[config.mk]
export PLATFORM = sky130hd
export DESIGN_NAME = rcs_top
export DESIGN_NICKNAME = d
export VERILOG_FILES = /design/src/inc/rcs_pkg.sv /design/src/rtl/rcs_top.sv
export SDC_FILE = /design/constraint.sdc
export NUM_CORES = 1
export LEC_CHECK = 0
export ABC_AREA = 1
export BUFFER_PORTS_ARGS = -buffer_cell sky130_fd_sc_hd__buf_4
export CAP_MARGIN = 10
export CORE_AREA = 5 5 86 88
export DETAILED_ROUTE_END_ITERATION = 7
export DIE_AREA = 0 0 91 93
export PLACE_DENSITY = 0.89
export SLEW_MARGIN = 5
export SYNTH_ARGS = -nofsm -noshare
export SYNTH_HDL_FRONTEND = slang
export SYNTH_SLANG_ARGS = --single-unit
[constraint.sdc]
create_clock -name CLK_IN -period 1.5 [get_ports CLK_IN]
set_input_delay 0.075 -clock CLK_IN [delete_from_list [all_inputs] [get_ports CLK_IN]]
set_output_delay 0.075 -clock CLK_IN [all_outputs]
set_load 0.01 [all_outputs]
[src/inc/rcs_pkg.sv]
// reset and clock select package: register map, field positions, reset values, carriers
// assumes a 32-bit classic wishbone slave on the system clock; one register per aligned word
package rcs_pkg;
    // register indices (byte address is four times the index)
    localparam logic [3:0] RCS_IDX_PM0 = 4'h4;
    localparam logic [3:0] RCS_IDX_PM1 = 4'h5;
    localparam logic [3:0] RCS_IDX_CM0 = 4'h6;
    localparam logic [3:0] RCS_IDX_STAT = 4'h8;
    localparam logic [3:0] RCS_IDX_PROT = 4'hA;
    localparam logic [3:0] RCS_IDX_CTRL = 4'hB;
    // reset values
    localparam logic [7:0] RCS_PM1_RST = 8'h08;
    localparam logic [7:0] RCS_CM0_RST = 8'h48;
    // processor mode 1 fields
    localparam int RCS_PM1_DATA_BLOCK = 0;
    localparam int RCS_PM1_WDT_ACTION = 2;
    localparam int RCS_PM1_AREA_EXP = 3;
    localparam int RCS_PM1_ACC_WAIT = 7;
    localparam logic [7:0] RCS_PM1_WMASK = 8'h89; // writable plain bits
    // processor mode 0 field
    localparam int RCS_PM0_SOFT_RST = 3;
    // clock control 0 fields
    localparam int RCS_CM0_CLKOUT_LO = 0;
    localparam int RCS_CM0_WAIT_STOP = 2;
    localparam int RCS_CM0_SUB_DRIVE = 3;
    localparam int RCS_CM0_SUB_PIN_EN = 4;
    localparam int RCS_CM0_MAIN_STOP = 5;
    localparam int RCS_CM0_DIV8 = 6;
    localparam int RCS_CM0_SUB_SEL = 7;
    // control register fields (on-chip select, stop action, main drive)
    localparam int RCS_CTRL_ONCHIP = 0;
    localparam int RCS_CTRL_STOP_ACT = 1;
    localparam int RCS_CTRL_MAIN_DRV = 2;
    localparam logic [7:0] RCS_CTRL_RST = 8'h04;
    // status: sticky reset cause bits 3:0 (pin, soft, wdt, osc stop)
    localparam int RCS_CAUSE_PIN = 0;
    localparam int RCS_CAUSE_SOFT = 1;
    localparam int RCS_CAUSE_WDT = 2;
    localparam int RCS_CAUSE_OSC = 3;
    // memory limits when area expansion is zero
    localparam logic [19:0] RCS_RAM_LO = 20'h00400;
    localparam logic [19:0] RCS_RAM_HI = 20'h03FFF;
    localparam logic [19:0] RCS_ROM_LO = 20'hD0000;
    // reset stretch in system clocks after all causes clear
    localparam logic [3:0] RCS_STRETCH = 4'h4;
    // clock divider widths
    localparam int RCS_DIV_W = 5;

    typedef struct packed {
        logic cyc;
        logic stb;
        logic we;
        logic [3:0] sel;
        logic [3:0] idx;
        logic [31:0] dat;
    } rcs_wb_req_t;

    // first member lands on bit 7, so fields are listed from the top bit down
    typedef struct packed {
        logic sub_sel;
        logic div8;
        logic main_stop;
        logic sub_pin_en;
        logic sub_drive;
        logic wait_stop;
        logic [1:0] clkout_sel;
    } rcs_cm0_t;
endpackage : rcs_pkg

[src/rtl/rcs_top.sv]
// reset combiner, processor mode 1 and clock control 0 with wishbone register access
// assumes synchronous clock sources fc_in and the watchdog underflow pulse on CLK_IN;
// external pins (reset, oscillator stop) are asynchronous and synchronised here
module rcs_top
    import rcs_pkg::*;
(
    input wire logic CLK_IN,
    input wire logic SRST_IN,
    input wire logic WB_CYC_IN,
    input wire logic WB_STB_IN,
    input wire logic WB_WE_IN,
    input wire logic [31:0] WB_ADR_IN,
    input wire logic [3:0] WB_SEL_IN,
    input wire logic [31:0] WB_DAT_IN,
    output logic [31:0] WB_DAT_OUT,
    output logic WB_ACK_OUT,
    input wire logic RESET_N_IN,
    input wire logic OSC_STOP_IN,
    input wire logic WDT_UNDERFLOW_IN,
    input wire logic FLASH_REWRITE_IN,
    input wire logic STOP_ENTRY_IN,
    input wire logic STOP_FROM_FAST_IN,
    input wire logic WAIT_MODE_IN,
    input wire logic FC_IN,
    input wire logic MEM_REQ_IN,
    input wire logic [19:0] MEM_ADDR_IN,
    input wire logic MEM_IS_ROM_IN,
    output logic MEM_READY_OUT,
    output logic MEM_ALLOWED_OUT,
    output logic SYS_RESET_OUT,
    output logic PORTS_INPUT_OUT,
    output logic OSC_RESET_OUT,
    output logic CPU_HALT_OUT,
    output logic CLKOUT_OUT,
    output logic CLKOUT_OE_OUT,
    output logic PERIPH_CLK_EN_OUT,
    output logic SUB_DIV32_EN_OUT,
    output logic WDT_IRQ_OUT,
    output logic OSC_IRQ_OUT,
    output logic [7:0] PM1_OUT,
    output logic [7:0] CM0_OUT
);

    // three-stage synchronisers for the reset pin and stop detector
    logic [2:0] rstn_sync_r, rstn_sync_nxt;
    logic [2:0] osc_sync_r, osc_sync_nxt;
    logic pin_low_r, pin_low_nxt;
    logic osc_stop_r, osc_stop_nxt;

    // registers
    logic [7:0] pm1_r, pm1_nxt;
    rcs_cm0_t cm0_r, cm0_nxt;
    logic [7:0] ctrl_r, ctrl_nxt;
    logic prot_r, prot_nxt;
    logic [3:0] cause_r, cause_nxt;
    logic soft_req_r, soft_req_nxt;
    logic halt_r, halt_nxt;
    logic [3:0] stretch_r, stretch_nxt;
    logic sys_rst_r, sys_rst_nxt;
    logic ack_r, ack_nxt;
    logic [31:0] rdat_r, rdat_nxt;
    logic [RCS_DIV_W-1:0] div_r, div_nxt;
    logic clkout_r, clkout_nxt;
    logic mem_wait_r, mem_wait_nxt;

    // decode terms, all combinational from registered state and module inputs
    logic wb_hit; // new request, not the cycle that already holds ack
    logic wb_wr; // write with the low byte lane enabled
    logic soft_wr; // software reset request written
    logic wdt_rst; // watchdog underflow with reset action selected
    logic osc_rst; // oscillator stop with reset action selected
    logic any_cause; // union of every reset source
    logic ram_ok; // address inside the narrow ram window
    logic rom_ok; // address inside the narrow rom window

    function automatic logic in_range(input logic [19:0] a, input logic [19:0] lo, input logic [19:0] hi);
        in_range = (a >= lo) && (a <= hi);
    endfunction : in_range

    // pin synchronisers: a change counts once stages two and three agree
    always_comb begin
        rstn_sync_nxt = {rstn_sync_r[1:0], RESET_N_IN};
        osc_sync_nxt = {osc_sync_r[1:0], OSC_STOP_IN};
        pin_low_nxt = pin_low_r;
        osc_stop_nxt = osc_stop_r;
        if (rstn_sync_r[2] == rstn_sync_r[1]) begin
            pin_low_nxt = ~rstn_sync_r[2];
        end
        if (osc_sync_r[2] == osc_sync_r[1]) begin
            osc_stop_nxt = osc_sync_r[2];
        end
    end

    // request decode; ack falls the cycle after it is given
    always_comb begin
        wb_hit = WB_CYC_IN && WB_STB_IN && !ack_r;
        wb_wr = wb_hit && WB_WE_IN && WB_SEL_IN[0];
        soft_wr = wb_wr && (WB_ADR_IN[5:2] == RCS_IDX_PM0) && WB_DAT_IN[RCS_PM0_SOFT_RST];
        wdt_rst = WDT_UNDERFLOW_IN && pm1_r[RCS_PM1_WDT_ACTION];
        osc_rst = osc_stop_r && !ctrl_r[RCS_CTRL_STOP_ACT];
        any_cause = pin_low_r || soft_req_r || wdt_rst || osc_rst;
    end

    // reset combiner: causes merge and release synchronously after a stretch
    always_comb begin
        soft_req_nxt = soft_wr;
        halt_nxt = halt_r;
        stretch_nxt = stretch_r;
        sys_rst_nxt = sys_rst_r;
        if (osc_rst) begin
            halt_nxt = 1'b1;
        end else if (pin_low_r) begin
            halt_nxt = 1'b0;
        end
        if (any_cause) begin
            stretch_nxt = RCS_STRETCH;
            sys_rst_nxt = 1'b1;
        end else if (stretch_r != 4'h0) begin
            stretch_nxt = stretch_r - 4'h1;
        end else begin
            sys_rst_nxt = 1'b0;
        end
    end

    // registers and their forced bits; reset cause flags survive soft resets
    always_comb begin
        pm1_nxt = pm1_r;
        cm0_nxt = cm0_r;
        ctrl_nxt = ctrl_r;
        prot_nxt = prot_r;
        cause_nxt = cause_r;
        if (sys_rst_r) begin
            pm1_nxt = RCS_PM1_RST;
            cm0_nxt = rcs_cm0_t'(RCS_CM0_RST);
            // stop action and on-chip select kept over an oscillator stop reset
            if (pin_low_r) begin
                ctrl_nxt = RCS_CTRL_RST;
                prot_nxt = 1'b0;
            end
        end else if (wb_wr) begin
            unique case (WB_ADR_IN[5:2])
                RCS_IDX_PM1: begin
                    pm1_nxt = (pm1_r & ~RCS_PM1_WMASK) | (WB_DAT_IN[7:0] & RCS_PM1_WMASK);
                    pm1_nxt[RCS_PM1_WDT_ACTION] = pm1_r[RCS_PM1_WDT_ACTION] | WB_DAT_IN[2];
                end
                RCS_IDX_CM0: if (prot_r) cm0_nxt = rcs_cm0_t'(WB_DAT_IN[7:0]);
                RCS_IDX_CTRL: if (prot_r) ctrl_nxt = WB_DAT_IN[7:0];
                RCS_IDX_PROT: prot_nxt = WB_DAT_IN[0];
                RCS_IDX_STAT: cause_nxt = cause_r & ~WB_DAT_IN[3:0];
                default: ;
            endcase
        end
        if (FLASH_REWRITE_IN) begin
            pm1_nxt[RCS_PM1_AREA_EXP] = 1'b1;
        end
        if (!cm0_nxt.sub_pin_en || STOP_ENTRY_IN) begin
            cm0_nxt.sub_drive = 1'b1;
        end
        if (STOP_ENTRY_IN && STOP_FROM_FAST_IN) begin
            cm0_nxt.div8 = 1'b1;
        end
        if (!ctrl_nxt[RCS_CTRL_ONCHIP] && cm0_nxt.main_stop) begin
            cm0_nxt.div8 = 1'b1;
            ctrl_nxt[RCS_CTRL_MAIN_DRV] = 1'b1;
        end
        // sets win over the software clear
        if (pin_low_r) cause_nxt[RCS_CAUSE_PIN] = 1'b1;
        if (soft_req_r) cause_nxt[RCS_CAUSE_SOFT] = 1'b1;
        if (wdt_rst) cause_nxt[RCS_CAUSE_WDT] = 1'b1;
        if (osc_rst) cause_nxt[RCS_CAUSE_OSC] = 1'b1;
    end

    // bus answer: one cycle after the request, unmapped reads return zero
    always_comb begin
        ack_nxt = wb_hit;
        rdat_nxt = rdat_r;
        if (wb_hit) begin
            unique case (WB_ADR_IN[5:2])
                RCS_IDX_PM1: rdat_nxt = {24'h000000, pm1_r};
                RCS_IDX_CM0: rdat_nxt = {24'h000000, cm0_r};
                RCS_IDX_CTRL: rdat_nxt = {24'h000000, ctrl_r};
                RCS_IDX_PROT: rdat_nxt = {31'h00000000, prot_r};
                RCS_IDX_STAT: rdat_nxt = {27'h0000000, halt_r, cause_r};
                default: rdat_nxt = 32'h00000000;
            endcase
        end
    end

    // clock output: fC direct, f8 and f32 from a free divider of the system clock;
    // the pin is registered so the port sees no glitch when the select changes
    always_comb begin
        div_nxt = div_r + 5'h01;
        unique case (cm0_r.clkout_sel)
            2'b00: clkout_nxt = 1'b0;
            2'b01: clkout_nxt = FC_IN;
            2'b10: clkout_nxt = div_r[2];
            2'b11: clkout_nxt = div_r[4];
        endcase
    end

    // memory wait: one stall cycle per internal access when enabled
    always_comb begin
        ram_ok = in_range(MEM_ADDR_IN, RCS_RAM_LO, RCS_RAM_HI);
        rom_ok = MEM_ADDR_IN >= RCS_ROM_LO;
        mem_wait_nxt = MEM_REQ_IN && pm1_r[RCS_PM1_ACC_WAIT] && !mem_wait_r;
    end

    always_ff @(posedge CLK_IN) begin
        if (SRST_IN) begin
            rstn_sync_r <= 3'h0;
            osc_sync_r <= 3'h0;
            pin_low_r <= 1'b1;
            osc_stop_r <= 1'b0;
            pm1_r <= RCS_PM1_RST;
            cm0_r <= rcs_cm0_t'(RCS_CM0_RST);
            ctrl_r <= RCS_CTRL_RST;
            prot_r <= 1'b0;
            cause_r <= 4'h1;
            soft_req_r <= 1'b0;
            halt_r <= 1'b0;
            stretch_r <= RCS_STRETCH;
            sys_rst_r <= 1'b1;
            ack_r <= 1'b0;
            rdat_r <= 32'h00000000;
            div_r <= 5'h00;
            clkout_r <= 1'b0;
            mem_wait_r <= 1'b0;
        end else begin
            rstn_sync_r <= rstn_sync_nxt;
            osc_sync_r <= osc_sync_nxt;
            pin_low_r <= pin_low_nxt;
            osc_stop_r <= osc_stop_nxt;
            pm1_r <= pm1_nxt;
            cm0_r <= cm0_nxt;
            ctrl_r <= ctrl_nxt;
            prot_r <= prot_nxt;
            cause_r <= cause_nxt;
            soft_req_r <= soft_req_nxt;
            halt_r <= halt_nxt;
            stretch_r <= stretch_nxt;
            sys_rst_r <= sys_rst_nxt;
            ack_r <= ack_nxt;
            rdat_r <= rdat_nxt;
            div_r <= div_nxt;
            clkout_r <= clkout_nxt;
            mem_wait_r <= mem_wait_nxt;
        end
    end

    // outputs; RAM itself lives outside and is never cleared here
    always_comb begin
        WB_ACK_OUT = ack_r;
        WB_DAT_OUT = rdat_r;
        SYS_RESET_OUT = sys_rst_r;
        PORTS_INPUT_OUT = sys_rst_r;
        OSC_RESET_OUT = pin_low_r;
        CPU_HALT_OUT = halt_r;
        CLKOUT_OUT = clkout_r;
        CLKOUT_OE_OUT = cm0_r.clkout_sel != 2'b00;
        PERIPH_CLK_EN_OUT = !(WAIT_MODE_IN && cm0_r.wait_stop);
        SUB_DIV32_EN_OUT = 1'b1;
        WDT_IRQ_OUT = WDT_UNDERFLOW_IN && !pm1_r[RCS_PM1_WDT_ACTION];
        OSC_IRQ_OUT = osc_stop_r && ctrl_r[RCS_CTRL_STOP_ACT];
        MEM_READY_OUT = MEM_REQ_IN && (!pm1_r[RCS_PM1_ACC_WAIT] || mem_wait_r);
        MEM_ALLOWED_OUT = pm1_r[RCS_PM1_AREA_EXP] || (MEM_IS_ROM_IN ? rom_ok : ram_ok);
        PM1_OUT = pm1_r;
        CM0_OUT = cm0_r;
    end

endmodule : rcs_top

==> impl_metrics.ini, run 1 <==
[sta]
maxSlewViolCount = 0
period_share_pct = 91.0
skew_ns = 0.00545
min_period_ns = 1.37
setup_tns_ns = 0
setup_violations = 0
hold_viol = 0
fin_ws_ns = 0.135
maxClockFrequency_mhz = 733
rsz0062_at_grt = false

[cts]
clk_path_buf_depth = 2
cts-root-buf = clkbuf_8
cts.sinks = 56
cts_made_buffers = 5
h-tree-depth = 2
cts_tree = built
clk_latency_ns = 0.31
postCtsSetupBuffers = 0
clkSlewWorstSetupHoldPaths_ns = 0.09

[status]
status = finished, final reports clean

[yosys]
syn_area_um2 = 2760
ys_top_cells_by_area = dfxtp_1, nand2_1, buf_4
syn_area_per_cell_um2 = 7.10
ys_ff_latch = 56
synth_largest_area_cell = dfxtp_1
yosysWarnings = 0
yosysTopAreaCellShare_pct = 40.7
syn_inst = 388
ys_types = 29
ys_seq_area_share_pct = 40.7

[final_layout]
finish.instance_area_um2 = 3460
layout_common_cells = nand2_1, buf_4, dfxtp_1
postLayoutCoreUtil_pct = 52.7
area_delta_synth_final_pct = 25.7
drive_gt1_share_pct = 21.6
mostFrequentLayoutCell = nand2_1
antenna_cells = 0
nNetsFinal = 574

[hold_path]
holdPathStages = 3
hold_class = in2reg
whs_endpoint = mem_wait_r
hp-start = MEM_REQ_IN

[setup_path]
worst-setup-path-type = reg2reg
r2r-end = PM1_OUT[7]
r2r_start = WB_ACK_OUT
critPathMaxFanout = 6
r2r_cells = 6
cp-end-kind = flop
rrSetupSlack_ns = 0.13
cp.required_ns = 1.70
critPathArrivalTime_ns = 1.57
cp-start-kind = flop

[die]
ios = 164
die_w_um = 91
core-area_um2 = 6570
initial_core_util_pct = 41.9
fp.dieH_um = 93
rows = 30
design.die.area_um2 = 8460

[global_route]
grt_util_all_layers_pct = 17.3
grt_max_degree = 20
grt_pass1_wl_mm = 11.9
grt_pass1_vias = 2580
overflow = 0
antenna_found_initial = 0

[route]
drcViolationCount = 0
drt-initial-drc-count = 163
num_vias = 2662
ant_nets = 0
wirelength_mm = 7.06
dr.pass1.iters = 5
vias_per_cell = 4.86
wl_per_cell_um = 12.9

[placement]
portBuffers = 69
dpl-instance-area_um2 = 3290
gp_congestion = 0.928
dp_slack_ns = 0.141
hpwl_mm = 5.51

[job]
maxCapViolations = 0

[power_and_ir_drop]
total_power_mw = 2.90
ir_drop_mv = 0.660
powerDensity_nw_per_um2 = 838
p_leak_nw = 1.66
critical path: stages (launching register included):
cell	delay, ns
dfxtp_1	0.35
nor2_4	0.21
nand2_1	0.21
nor2_2	0.22
inv_2	0.06
o21ai_0	0.15
a21oi_1	0.06
worst max path at each step:
stage,start,end,slack [ns],depth (start not counted)
finish,WB_ACK_OUT,PM1_OUT[7],0.13,6
global route,WB_ACK_OUT,PM1_OUT[7],0.006,6
CTS,PORTS_INPUT_OUT,ctrl_r[1],0.08,6
detailed placement,PORTS_INPUT_OUT,ctrl_r[1],0.14,6
global placement,PORTS_INPUT_OUT,ctrl_r[1],0.15,6
floorplan,WB_ACK_OUT,PM1_OUT[3],0.27,6
where the power goes:
group | switching [mW] | internal (mW) | leakage, nW | total, mW
logic | 0.150 | 0.110 | 1.14 | 0.260
registers | 0.00957 | 1.50 | 0.453 | 1.51
clock network | 0.475 | 0.657 | 0.0642 | 1.13
what timing repair did:
| item | CTS | global route |
|---|---|---|
| resized for setup | 0 | 1 |
| setup endpoints to repair | 0 | 2 |
| endpoints found under the hold margin | 4 | 0 |
| hold buffers | 4 | 0 |
layer usage:
layer	GRT usage [%]	up-vias	share of wire, %
li1	-	1337	-
met1	20.6	1179	40
met2	29.9	127	49
met3	4.67	19	8.2
met4	6.36	0	2.5
met5	0	-	0
synth_stat cells:
master	count
a211oi_1	3
a21oi_1	34
buf_2	1
buf_4	30
clkbuf_1	5
conb_1	2
dfxtp_1	56
ha_1	3
inv_1	47
inv_2	1
nand2_1	95
nand2_2	3
nand2_4	1
nand3_1	24
nand3_2	1
nand3_4	1
nand4_1	3
nor2_1	36
nor2_2	3
nor2_4	2
nor2_8	2
nor3_1	5
nor4_1	3
o211ai_1	3
o21ai_0	19
o21ai_1	1
o21bai_1	1
or2_2	1
xnor2_1	2
cell type report:
type                    instances  area [µm²]
clock inverters                 2        60.1
clock buffers                   5        68.8
inverters                      48         180
fillers                       627        3110
repair buffers                 82         626
flip-flops and latches         56        1120
multi-input cells             275        1310
well taps                      80         100
sequential cells by signal, indices dropped and copies added (netlist names):
register	cells
CM0_OUT	8
WB_DAT_OUT	8
ctrl_r	8
div_r	5
PM1_OUT	4
cause_r	4
stretch_r	4
osc_sync_r	3
rstn_sync_r	3
CLKOUT_OUT	1
CPU_HALT_OUT	1
OSC_RESET_OUT	1
PORTS_INPUT_OUT	1
WB_ACK_OUT	1
mem_wait_r	1
osc_stop_r	1
prot_r	1
soft_req_r	1
through the flow:
| stage | hold slack, ns | cells |
|---|---|---|
| final | 0.00940 | 548 |
| after global routing | 0.00180 | 548 |
| after detailed placement | 0.272 | 537 |
| after CTS | 0.00276 | 548 |
| after global placement | 0.264 | 537 |
| after floorplan | 0.174 | 415 |
cells by family after synthesis:
family	count (synthesis)	share of synthesized area [%]
other	2	0.273
buffers and inverters	84	15.6
AND/OR/NAND/NOR	180	29.7
XOR/XNOR	2	0.636
AO/OA/AOI/OAI	61	11.7
flip-flops	56	40.7
adder cells (fa/ha/maj)	3	1.36
No activity file was read; power rests on OpenSTA's default activity.
==> run 2, diff against run 1 <==
--- a/config.mk
+++ b/config.mk
@@ -5,13 +5,12 @@
 export SDC_FILE = /design/constraint.sdc
 export NUM_CORES = 1
 export LEC_CHECK = 0
-export ABC_AREA = 1
 export BUFFER_PORTS_ARGS = -buffer_cell sky130_fd_sc_hd__buf_4
 export CAP_MARGIN = 10
 export CORE_AREA = 5 5 86 88
 export DETAILED_ROUTE_END_ITERATION = 7
 export DIE_AREA = 0 0 91 93
-export PLACE_DENSITY = 0.89
+export PLACE_DENSITY = 0.88
 export SLEW_MARGIN = 5
 export SYNTH_ARGS = -nofsm -noshare
 export SYNTH_HDL_FRONTEND = slang
==> run 2 against run 1 <==
  * The flow now finishes with violations (setup timing)
  * Wire length increased by 7.0%
  * Clock-buffer cell count increased by 1
  * Die area unchanged
  * Register-to-register slack got worse by 0.28 ns
  * Critical endpoint is now CM0_OUT[3]
  * Highest routed layer unchanged
  * Setup slack got worse by 0.28 ns
==> impl_metrics.ini, run 2 <==
[route]
ant_nets = 0
drcViolationCount = 0
vias_per_cell = 5.24
num_vias = 2528
wirelength_mm = 7.56
dr.pass1.iters = 5
wl_per_cell_um = 15.7
drt-initial-drc-count = 299

[yosys]
syn_area_per_cell_um2 = 8.91
synth_flop_cell = dfxtp_1
ys_ff_latch = 56
synth_commonest_cells = dfxtp_1, buf_4, nor2_1
syn_inst = 306
ys_seq_area_share_pct = 41.1
ys_top_cells_by_area = dfxtp_1, buf_4, mux2i_1
syn_area_um2 = 2730
async_flop_share_pct = 0
synth_largest_area_cell = dfxtp_1
yosysTopAreaCellShare_pct = 41.1
synth_edf_count = 0
ys_types = 53
synth_most_common_cell = dfxtp_1
yosysWarnings = 0

[sta]
rsz0062_at_grt = true
skew_ns = 0.00525
min_period_ns = 1.64
maxClockFrequency_mhz = 609
period_share_pct = 109
fin_ws_ns = -0.142
setup_violations = 3
setup_tns_ns = -0.182
maxSlewViolCount = 0
hold_viol = 0

[final_layout]
drive_gt1_share_pct = 32.3
area_delta_synth_final_pct = 32.2
antenna_cells = 0
postLayoutCoreUtil_pct = 54.8
mostFrequentLayoutCell = buf_4
nNetsFinal = 507
fin_cells = 482
finish.instance_area_um2 = 3600
layout_common_cells = buf_4, dfxtp_1, conb_1

[die]
design.die.area_um2 = 8460
core-area_um2 = 6570
rows = 30
die_w_um = 91
ios = 164
initial_core_util_pct = 41.5
fp.dieH_um = 93

[global_route]
grt_busiest_layer = met2
grt_pass1_vias = 2377
grt_util_all_layers_pct = 16.5
gr-usage-met1_pct = 19.5
met3_usage_pct = 3.78
grt_max_degree = 28
antenna_found_initial = 0
grt_pass1_wl_mm = 11.4
use_met2_pct = 29.2
overflow = 0

[setup_path]
critical_path.endpoint = CM0_OUT[3]
worstSetupPathDepth = 4
slowest_delay_ns = 0.45
critPathBufInv = 0
critPathMaxFanout = 2
critPathArrivalTime_ns = 1.83
r2r-end = CM0_OUT[3]
r2r_cells = 4
timing.critical_path.slowest_stage_cell = or4b_1
rrSetupSlack_ns = -0.14
worst-setup-path-type = reg2reg
critPathLaunch = prot_r
r2r_start = prot_r
path_cells = nand2b_4 > nor4_4 > mux2_4 > or4b_1
critical-path-top-delay-family = simple AND/OR/NAND/NOR gates
cp-start-kind = flop
cp-end-kind = flop
cp.required_ns = 1.69

[cts]
clkSlewWorstSetupHoldPaths_ns = 0.10
cts_tree = built
clk_latency_ns = 0.31
h-tree-depth = 2
cts-root-buf = clkbuf_8
cts.sinks = 56
clk_path_buf_depth = 2
cts_made_buffers = 5

[placement]
portBuffers = 69
dp_slack_ns = -0.147
placedCellCount = 467
dpl-instance-area_um2 = 3390
hpwl_mm = 5.69
gp_congestion = 0.898

[status]
status = finished with violations
violations = setup timing

[power_and_ir_drop]
powerDensity_nw_per_um2 = 776
internal_power_mw = 2.15
clockPowerShare_pct = 34.6
switchingPower_mw = 0.647
p_leak_nw = 1.52
seqPwrFrac_pct = 54.1
pwr-share-comb_pct = 11.3
switching_share_pct = 23.2
ir_drop_mv = 0.485

[job]
maxCapViolations = 0

[hold_path]
hold_class = in2reg
-- run 2: changes by cell type after synthesis, moves of 4 or more --
| cell | previous run | this run |
|---|---|---|
| nand2_1 | 95 | 22 |
| inv_1 | 47 | 6 |
| nor2b_1 | 0 | 15 |
| a21oi_1 | 34 | 20 |
| mux2i_1 | 0 | 14 |
| o21ai_0 | 19 | 7 |
| nand3_1 | 24 | 14 |
| nor2_1 | 36 | 27 |
| a22o_1 | 0 | 8 |
| nand2b_1 | 0 | 5 |
| nor3b_1 | 0 | 4 |
-- run 2: power by group through the flow --
stage	registers, mW	logic, mW	clock network, mW
finish	1.51	0.315	0.967
global route	1.51	0.337	1.05
CTS	1.51	0.300	0.997
detailed placement	1.55	0.292	0
global placement	1.55	0.284	0
floorplan	1.55	0.192	0
-- run 2: layout make-up --
class                           instances  area [µm²]
Clock inverter                          2        35.0
Sequential cell                        56        1130
Multi-Input combinational cell        227        1440
Timing Repair Buffer                  105         807
Tap cell                               80         100
Fill cell                             579        2970
Clock buffer                            6        72.6
Inverter                                6        22.5
-- run 2: cell families (layout without fill, tap and decap cells) --
family,count (synthesis),in the layout,share of synthesized area (%)
buf+inv,50,119,11.5
mux,17,17,6.38
compound gates,54,54,13.2
fa+ha+maj,3,3,1.38
flops,56,56,41.1
simple gates,120,120,24.8
xor+xnor,4,4,1.29
other cells,2,29,0.276
-- run 2: stage by stage --
stage	hold WS (ns)	power, mW
3_5_place_dp	0.267	1.84
2_1_floorplan	0.174	1.74
5_1_grt	0.0135	2.90
4_1_cts	0.00735	2.81
6_report	0.0130	2.79
3_3_place_gp	0.262	1.83
-- run 2: how the worst min path moves through the flow --
stage / to / startpoint / depth (start not counted) / slack, ns
floorplan: PM1_OUT[3] / FLASH_REWRITE_IN / 2 / 0.17
global placement: PM1_OUT[3] / FLASH_REWRITE_IN / 3 / 0.26
detailed placement: PM1_OUT[3] / FLASH_REWRITE_IN / 3 / 0.27
CTS: CM0_OUT[6] / STOP_FROM_FAST_IN / 3 / 0.007
global route: CM0_OUT[6] / STOP_FROM_FAST_IN / 3 / 0.01
finish: CM0_OUT[6] / STOP_FROM_FAST_IN / 3 / 0.01
-- run 2: worst min-delay path: cells and delay by family --
family	cells	cell delay, ns
buf+inv	1	0.08
compound gates	2	0.13
-- run 2: repair_timing --
| item | 4_1_cts | 5_1_grt |
|---|---|---|
| resized for setup | 2 | 9 |
| endpoints found under the hold margin | 3 | 0 |
| pin swaps | 2 | 3 |
| hold buffers | 3 | 0 |
| setup buffers | 1 | 4 |
| endpoints found under the setup margin | 3 | 11 |
| gates cloned | 0 | 0 |
-- run 2: per-layer routing --
metal  vias to the layer above  wire [µm]
met2                       124       3770
met1                      1192       2970
met4                         0        157
met3                        18        652
met5                         -          0
li1                       1194          -
